[src/mss_pkg.sv]
// Package: shared types and constants for the motion status flag block
package mss_pkg;
   localparam int POS_W = 32;
   localparam logic ZERO_BIT = 1'h0;
   localparam logic [POS_W-1:0] POS_ZERO = 32'h0000_0000;
   localparam logic [7:0] ASSIGN_NONE = 8'h00;

   // Raw external pins
   typedef struct packed {
      logic neg_limit_input;
      logic pos_limit_input;
      logic origin_sensor_input;
      logic home_request_input;
      logic current_off_input;
      logic hold_input;
      logic hold_abandon_input;
      logic fault_clear_input;
   } mss_pins_t;

   // Active level settings, 1 means normally closed
   typedef struct packed {
      logic overtravel_polarity;
      logic origin_sensor_polarity;
      logic home_request_polarity;
      logic current_off_polarity;
      logic hold_polarity;
      logic hold_abandon_polarity;
      logic fault_clear_polarity;
      logic fault_output_polarity;
      logic zone_output_polarity;
      logic at_origin_polarity;
      logic motion_active_polarity;
   } mss_levels_t;

   // Reported status flags
   typedef struct packed {
      logic fault_flag;
      logic fault_clear_flag;
      logic zone_flag;
      logic current_off_flag;
      logic home_request_flag;
      logic at_origin_flag;
      logic origin_sensor_flag;
      logic neg_limit_flag;
      logic pos_limit_flag;
      logic motion_active_flag;
      logic hold_flag;
   } mss_flags_t;

   // Driven output pins
   typedef struct packed {
      logic fault_out;
      logic zone_out;
      logic at_origin_out;
      logic motion_active_out;
   } mss_outs_t;

   localparam int PIN_N = $bits(mss_pins_t);
endpackage

[src/mss_sync.sv]
// Two flip-flop synchroniser bank for the external sensor pins
module mss_sync
   import mss_pkg::*;
(
   input  wire logic             mclk,
   input  wire logic             sys_rst,
   input  wire logic [PIN_N-1:0] async_in,
   output logic      [PIN_N-1:0] sync_out
);
   logic [PIN_N-1:0] stage1;

   generate
      for (genvar i = 0; i < PIN_N; i++)
      begin : g_bit
         always_ff @(posedge mclk or posedge sys_rst)
         begin
            if (sys_rst)
            begin
               stage1[i]   <= ZERO_BIT;
               sync_out[i] <= ZERO_BIT;
            end
            else
            begin
               stage1[i]   <= async_in[i];
               sync_out[i] <= stage1[i];
            end
         end
      end
   endgenerate
endmodule

[src/mss_status.sv]
// Motion status flag logic: qualifies sensor pins and motion state into flags
// What this block does
// - Fault flag is 1 while any fault condition is active, else 0.
// - Any fault aborts all running sequences immediately.
// - Fault output pin polarity set by its own level setting.
// - Fault force command raises the fault; fault clear removes it.
// - Fault clear flag shows the qualified fault clear input, read only.
// - Zone flag is set while position lies between the two zone bounds.
// - Zone output and every other status signal have own level settings, except the two limit inputs, which share one.
// - Current off flag follows the input only; zero when software disabled current.
// - Home request turning on starts homing; its flag follows the input.
// - At origin flag is 0 until homing succeeds, then position equals zero.
// - Origin sensor used in three-sensor homing; flag shows sensor state.
// - Negative limit flag follows its input if assigned, else 0.
// - Positive limit flag follows its input if assigned, else 0.
// - One overtravel level setting serves both limit inputs.
// - Motion active flag is 1 while commanded position counter changes.
// - Hold flag is 1 only when hold is assigned and asserted.
// - Hold input decelerates motion to stop, remainder stays resumable.
// - Hold abandon input or command discards the paused remainder.
module mss_status
   import mss_pkg::*;
(
   input  wire logic             mclk,
   input  wire logic             sys_rst,
   input  wire mss_pins_t        pins,
   input  wire mss_levels_t      levels,
   input  wire logic             neg_limit_assigned,
   input  wire logic             pos_limit_assigned,
   input  wire logic [7:0]       hold_input_assignment,
   input  wire logic             fault_condition,
   input  wire logic             fault_force_command,
   input  wire logic             fault_clear_command,
   input  wire logic             current_enabled,
   input  wire logic             three_sensor_mode,
   input  wire logic             homing_done,
   input  wire logic             homing_failed,
   input  wire logic             resume_command,
   input  wire logic             start_input,
   input  wire logic             sequence_running,
   input  wire logic             hold_abandon_command,
   input  wire logic             hold_command,
   input  wire logic             motion_start,
   input  wire logic [POS_W-1:0] position_counter,
   input  wire logic [POS_W-1:0] zone_bound_a,
   input  wire logic [POS_W-1:0] zone_bound_b,
   output mss_flags_t            flags,
   output mss_outs_t             outs,
   output logic                  sequence_abort,
   output logic                  homing_start,
   output logic                  origin_detect,
   output logic                  motion_decelerate,
   output logic                  motion_resume,
   output logic                  motion_discard,
   output logic                  paused
);
   mss_pins_t        sync_pins;
   logic             fault_forced;
   logic             fault_active;
   logic             fault_clear_q;
   logic             home_req_q;
   logic             home_req_prev;
   logic             homed;
   logic             hold_q;
   logic             hold_prev;
   logic [POS_W-1:0] pos_prev;
   logic             zone_in;
   logic             moving;
   logic             at_origin;
   logic [2:0]       armed;

   // Qualify a raw level with its active level setting
   function automatic logic qualify(input logic raw, input logic lvl);
      qualify = raw ^ lvl;
   endfunction

   // Signed inclusive range test, bounds in either order
   function automatic logic in_range(input logic [POS_W-1:0] p,
                                     input logic [POS_W-1:0] a,
                                     input logic [POS_W-1:0] b);
      logic signed [POS_W-1:0] sp;
      logic signed [POS_W-1:0] sa;
      logic signed [POS_W-1:0] sb;
      sp = signed'(p);
      sa = signed'(a);
      sb = signed'(b);
      if (sa <= sb)
         in_range = (sp >= sa) && (sp <= sb);
      else
         in_range = (sp >= sb) && (sp <= sa);
   endfunction

   mss_sync u_sync
   (
      .mclk     (mclk),
      .sys_rst  (sys_rst),
      .async_in (pins),
      .sync_out (sync_pins)
   );

   // Qualified input levels
   assign fault_clear_q = qualify(sync_pins.fault_clear_input,
                                  levels.fault_clear_polarity);
   assign home_req_q    = qualify(sync_pins.home_request_input,
                                  levels.home_request_polarity);
   assign hold_q        = (hold_input_assignment != ASSIGN_NONE)
                          && qualify(sync_pins.hold_input,
                                     levels.hold_polarity);

   // Internal state conditions
   assign fault_active = fault_condition || fault_forced;
   assign zone_in      = in_range(position_counter, zone_bound_a,
                                  zone_bound_b);
   assign moving       = (position_counter != pos_prev);
   assign at_origin    = homed && (position_counter == POS_ZERO);

   // Software forced fault; force wins over a same-cycle clear
   always_ff @(posedge mclk or posedge sys_rst)
   begin
      if (sys_rst)
         fault_forced <= ZERO_BIT;
      else if (fault_force_command)
         fault_forced <= 1'h1;
      else if (fault_clear_command || fault_clear_q)
         fault_forced <= ZERO_BIT;
   end

   // Sequence abort follows any fault at once
   assign sequence_abort = fault_active;

   // Home request edge starts homing
   always_ff @(posedge mclk or posedge sys_rst)
   begin
      if (sys_rst)
         home_req_prev <= ZERO_BIT;
      else
         home_req_prev <= home_req_q;
   end

   // Edge detectors wait until the synchronisers and their history hold real pin levels,
   // otherwise a normally closed input fakes a rising edge right after reset
   always_ff @(posedge mclk or posedge sys_rst)
   begin
      if (sys_rst)
         armed <= '0;
      else
         armed <= {armed[1:0], 1'h1};
   end

   assign homing_start = armed[2] && home_req_q && !home_req_prev;

   // Origin sensor feeds three-sensor homing
   assign origin_detect = three_sensor_mode
                          && qualify(sync_pins.origin_sensor_input,
                                     levels.origin_sensor_polarity);

   // Home established once homing completes; a failed attempt drops it
   always_ff @(posedge mclk or posedge sys_rst)
   begin
      if (sys_rst)
         homed <= ZERO_BIT;
      else if (homing_done)
         homed <= 1'h1;
      else if (homing_failed || homing_start)
         homed <= ZERO_BIT;
   end

   // Commanded position history for motion detection
   always_ff @(posedge mclk or posedge sys_rst)
   begin
      if (sys_rst)
         pos_prev <= POS_ZERO;
      else
         pos_prev <= position_counter;
   end

   // Hold control
   always_ff @(posedge mclk or posedge sys_rst)
   begin
      if (sys_rst)
         hold_prev <= ZERO_BIT;
      else
         hold_prev <= hold_q;
   end

   assign motion_decelerate = (armed[2] && hold_q && !hold_prev)
                              || hold_command;

   always_ff @(posedge mclk or posedge sys_rst)
   begin
      if (sys_rst)
         paused <= ZERO_BIT;
      else if (motion_decelerate)
         paused <= 1'h1;
      else if (motion_resume || motion_discard || motion_start)
         paused <= ZERO_BIT;
   end

   assign motion_resume  = paused && (resume_command
                           || (sequence_running && start_input));
   assign motion_discard = paused && (hold_abandon_command
                           || qualify(sync_pins.hold_abandon_input,
                                      levels.hold_abandon_polarity));

   // Registered status flags
   always_ff @(posedge mclk or posedge sys_rst)
   begin
      if (sys_rst)
         flags <= '0;
      else
      begin
         flags.fault_flag         <= fault_active;
         flags.fault_clear_flag   <= fault_clear_q;
         flags.zone_flag          <= zone_in;
         flags.current_off_flag   <= current_enabled
                                     && qualify(sync_pins.current_off_input,
                                                levels.current_off_polarity);
         flags.home_request_flag  <= home_req_q;
         flags.at_origin_flag     <= at_origin;
         flags.origin_sensor_flag <= qualify(sync_pins.origin_sensor_input,
                                             levels.origin_sensor_polarity);
         flags.neg_limit_flag     <= neg_limit_assigned
                                     && qualify(sync_pins.neg_limit_input,
                                                levels.overtravel_polarity);
         flags.pos_limit_flag     <= pos_limit_assigned
                                     && qualify(sync_pins.pos_limit_input,
                                                levels.overtravel_polarity);
         flags.motion_active_flag <= moving;
         flags.hold_flag          <= hold_q;
      end
   end

   // Physical outputs with their own polarity
   always_ff @(posedge mclk or posedge sys_rst)
   begin
      if (sys_rst)
         outs <= '0;
      else
      begin
         outs.fault_out         <= qualify(fault_active,
                                           levels.fault_output_polarity);
         outs.zone_out          <= qualify(zone_in,
                                           levels.zone_output_polarity);
         outs.at_origin_out     <= qualify(at_origin,
                                           levels.at_origin_polarity);
         outs.motion_active_out <= qualify(moving,
                                           levels.motion_active_polarity);
      end
   end
endmodule

[config.mk]
export PLATFORM = sky130hd
export DESIGN_NAME = mss_status
export DESIGN_NICKNAME = d
export VERILOG_FILES = /design/src/mss_pkg.sv /design/src/mss_sync.sv /design/src/mss_status.sv
export SDC_FILE = /design/constraint.sdc
export NUM_CORES = 1
export LEC_CHECK = 0
export BUFFER_PORTS_ARGS = -buffer_cell sky130_fd_sc_hd__buf_2
export CORE_MARGIN = 3
export CORE_UTILIZATION = 45
export CTS_CLUSTER_DIAMETER = 200
export DETAILED_ROUTE_END_ITERATION = 8
export PLACE_DENSITY = 0.85
export SYNTH_ARGS = -nofsm -noshare
export SYNTH_HDL_FRONTEND = slang
export SYNTH_SLANG_ARGS = --single-unit
[constraint.sdc]
create_clock -name mclk -period 2.2 [get_ports mclk]
set_clock_uncertainty 0.2 [all_clocks]
set_input_delay 0.44 -clock mclk [delete_from_list [all_inputs] [get_ports mclk]]
set_output_delay 0.44 -clock mclk [all_outputs]
set_load 0.03 [all_outputs]
# Word-level counts from Yosys, hierarchy flattened
# Cells that the tools add are included.
# word_totals
ff_bits	69
latchBits	0
mem_bits_rw	0
mem_bits_ro	0
wordCells	91
memories	0
# op_classes
add_sub_neg	0
multipliers	0
div	0
order_cmp	5
eq_ne	1
shift	0
n_mux	7
bitwise	12
reduce_logical	30
# ops
cell	n
$le 32x32->1	3
$ge 32x32->1	2
$logic_not 32->1	1
$ne 32x32->1	1
$logic_and 1x1->1	15
$xor 1x1->1	12
$logic_or 1x1->1	8
$reduce_bool 8->1	1
$mux 1	7
$reduce_bool 2->1	3
$logic_not 1->1	2

# Logic depth before layout (Yosys ltp)
# depth
word_depth	7
depth_mapped	10

# Hierarchy
# From an unflattened synthesis, not the netlist that was laid out.
# hier_totals
cells_unflattened	473
hier_area_um2	4775.8
# modules_own_cells
module	instances	cells_each	area_per_inst_um2
mss_status	1	456	4371.7
mss_sync	1	17	404.1

# Worst setup path after synthesis
# No wires, ideal clock.
# synth_path
kind	input port to flip-flop
from	input zone_bound_a[17]
to	register outs[2] (netlist name)
t_arrival_ps	2270
setup_slack_ps	-391
path_stages	10
path_buffers	0
path_cell_list	inv_1 -> ha_1 -> a211o_1 -> a21oi_1 -> o221ai_1 -> a21oi_2 -> mux2_2 -> o2111a_1 -> a22o_2 -> xor2_1
# synth_via
elab_chain_len	4
# synth_lines
element	line	source
from (decl)	mss_status.sv:45	input wire logic [POS_W-1:0] zone_bound_a,
$le 32x32->1 or $ge 32x32->1 (tied branches)	mss_status.sv:90, mss_status.sv:88	
$logic_and 1x1->1, on equally long branches	mss_status.sv:90, mss_status.sv:88	
$mux 1 (*)	mss_status.sv:87	if (sa <= sb)
named net zone_in	mss_status.sv:67	logic zone_in;
$xor 1x1->1 (*)	mss_status.sv:74	qualify = raw ^ lvl;
to (decl)	mss_status.sv:48	output mss_outs_t outs,
# Mark *: on every way through the listed nets, which the timed path passes. The rest lies on a longest branch.
# A chain may end at the register's enable or synchronous reset.

# Final worst setup path
# layout_path
from	input position_counter[17]
to	register outs[2] (netlist name)
# layout_via
elab_chain_len	4
# layout_lines
element	line	source
from (decl)	mss_status.sv:44	input wire logic [POS_W-1:0] position_counter,
$ge 32x32->1, or another cell as far along	mss_status.sv:90	in_range = (sp >= sb) && (sp <= sa);
$logic_and 1x1->1, on equally long branches	mss_status.sv:90, mss_status.sv:88	
$mux 1 (*)	mss_status.sv:87	
named net zone_in	mss_status.sv:67	
$xor 1x1->1 (*)	mss_status.sv:74	
# Marks and branches as above.

==> metrics <==
status=complete, but fails checks; failing checks=setup timing; filler cell count=786; Total GRT Usage=22.9%; die height=around 110 µm; Placer Congestion=0.907; Vias/cell=5.23; Final Hold Viols=0; data arrival time of the critical path=~2.6 ns; share of layout cells above drive strength 1=44.3%; Ports=162; met2 Use GR=41.7%; Hold Crit Class=in -> async; count leader, synth=ha_1; pwr dens=498 nW/µm²; Async SR Flop Fraction=100%; worst skew pair latency=roughly 0.33 ns; vias in the first global route=4738; # Max-Cap Violations=0; most common library cells after synthesis=ha_1, inv_1, dfrtp_1; post-synth net total=719; share of the yosys chip area belonging to registers=35.7%; fin crit share=116%; CTS buffer count=9; Critical Path RT=2.22 ns; met1 usage=about 27%; Pins Over Slew Limit=0; port bufs=161; synth-to-layout area growth=48.6%; DRT antenna net count=0; RSZ-0062 raised after global routing=yes; Post-synth EDFFs=0; crit path kind=in -> reg; antenna fix cells=0; type of origin of the critical path=input port; leak pwr=0.00371 µW; CTS root buf=clkbuf_8; CTS tree=built; WHS=about 0.012 ns; fmax=392 MHz; GR Overflow Total=0; drt wl/cell=roughly 16 µm; Area contributors post-synth=dfrtp_1, ha_1, xnor2_1; initial antenna violation count=0; Netlist Area Pre-Place=4830 µm²; Critical-path top delay cell=a2111oi_4; Initial Util=46.6%; worst vdd ir=0.356 mV; Die X=110 µm; clock buffer depth=2; Period minus WS final=2.55 ns; Clk pin slew, worst setup/hold paths=0.07 ns; GR Util met3=3.99%; clk sinks=69; top_reg_cell synth=dfrtp_1; core area=10400 µm²; Mapped Avg Cell Area=10.0 µm²; CP max stage delay=0.47 ns; Crit Path Max Fanout=3; die area=about 12000 µm²; Worst Setup End Kind=flop; post-synth top area share=35.7%; final WL=14.0 mm; 1st-pass router iterations=5; Row Count=37; H-tree levels=3; post-synthesis register bit count=about 70; Layout Nets=996; HPWL Detailed=11.5 mm; via count=roughly 4700; Util after Layout=69.3%; worst path bufs/invs=1; DR iter-0 viols=207; first-pass GRT wire length=21.5 mm; Cell Chain, Critical Path=buf_2 -> ha_4 -> a21oi_2 -> o21ai_2 -> a2111oi_4 -> nand4_1 -> o21a_1 -> o2111a_1 -> a22o_2 -> xor2_1; setup ws final=-0.351 ns; final setup vio count=2; yosys synthesis warning count=0; CP delay by family, top=compound AO/OA/AOI/OAI gates; Yosys top cell by area=dfrtp_1; Residual DRC=0; Top Usage Layer GRT=met2; Post-Synthesis Cells=483; largest net degree at the start of global routing=38; library cells used by synthesis=50
## cell usage in the layout, fill, tap and decap left out, types with 10 or more instances in the layout
master,n
dfrtp_1,69
xor2_1,11
buf_2,154
xnor2_1,33
clkbuf_8,12
nand4_1,28
ha_4,16
nand2_1,16
buf_4,105
ha_1,80
a21oi_1,25
inv_1,62
nor4_1,12
nand3_1,11
nor2_1,10
## logic make-up after synthesis
family                   after synthesis  synth area share (%)
buffers and inverters                 77                  6.14
AND/OR/NAND/NOR                      112                  13.0
adder cells (fa/ha/maj)               96                  24.9
flip-flops                            69                  35.7
AO/OA/AOI/OAI                         83                  12.0
other                                  1                0.0776
multiplexers                           1                 0.233
XOR/XNOR                              44                  7.97
## layout make-up
class                           instances  area (µm²)  area share (%)
Timing Repair Buffer                  268        1670            23.3
Multi-Input combinational cell        337        3090            43.1
Clock buffer                           13         169            2.35
Tap cell                              136         170            2.37
Sequential cell                        69        1730            24.0
Clock inverter                          3        42.5           0.592
Inverter                               75         310            4.32
## per-stage QoR
| stage | cells | TNS (ns) | setup WS [ns] | total power, µW | cell area [µm²] |
|---|---|---|---|---|---|
| after floorplan | 483 | -0.440 | -0.292 | 1950 | 4930 |
| after global placement | 873 | -1.12 | -0.635 | 2400 | 6620 |
| after detailed placement | 873 | -1.26 | -0.711 | 2450 | 6620 |
| after CTS | 896 | -0.303 | -0.221 | 3560 | 7040 |
| after global routing | 901 | -0.696 | -0.369 | 3770 | 7180 |
| final | 901 | -0.665 | -0.351 | 3580 | 7180 |
## path summary, 6_finish.rpt
path                                       from          endpoint  slack, ns  cells after the start
max in group asynchronous               sys_rst      pos_prev[20]       1.42                      3
max                        position_counter[17]           outs[2]      -0.35                     10
min                                     sys_rst          flags[9]       0.01                      3
min in group mclk                       pins[0]  u_sync.stage1[0]       0.02                      1
max reg2reg                        pos_prev[23]           outs[0]       0.44                      5
min reg2reg                            armed[0]          armed[1]       0.15                      0
## metal layers
metal  part of all wire, %  wire length [µm]  vias to the layer above
li1                      -                 -                     2268
met1                    40              5550                     2215
met2                    52              7230                      198
met3                   6.8               954                       29
met4                   1.9               269                        0
met5                     0                 0                        -
## registers in the layout (all words and copies together) (netlist names)
register / flops
pos_prev: 32
flags: 11
u_sync.stage1: 8
u_sync.sync_out: 8
outs: 4
armed: 3
fault_forced: 1
homed: 1
paused: 1
## report_power, final
part	total [µW]	switching, µW	internal, µW
Sequential	1380	33.6	1350
Combinational	1150	586	566
Clock	1050	433	615
## what timing repair did
| action | CTS | global route |
|---|---|---|
| pin swaps | 28 | 19 |
| buffers inserted | 5 | 5 |
| gates resized for setup | 31 | 19 |
| hold buffers | 2 | 0 |
| endpoints found under the hold margin | 2 | 0 |
| endpoints found under the setup margin | 2 | 2 |
## worst register-to-register path: stages (launching register included)
cell and delay, ns:
dfrtp_1 0.38, xnor2_1 0.24, nand4_1 0.12, nor4_1 0.37, nand2_1 0.16, xor2_1 0.17
(Power assumes the default switching activity.)
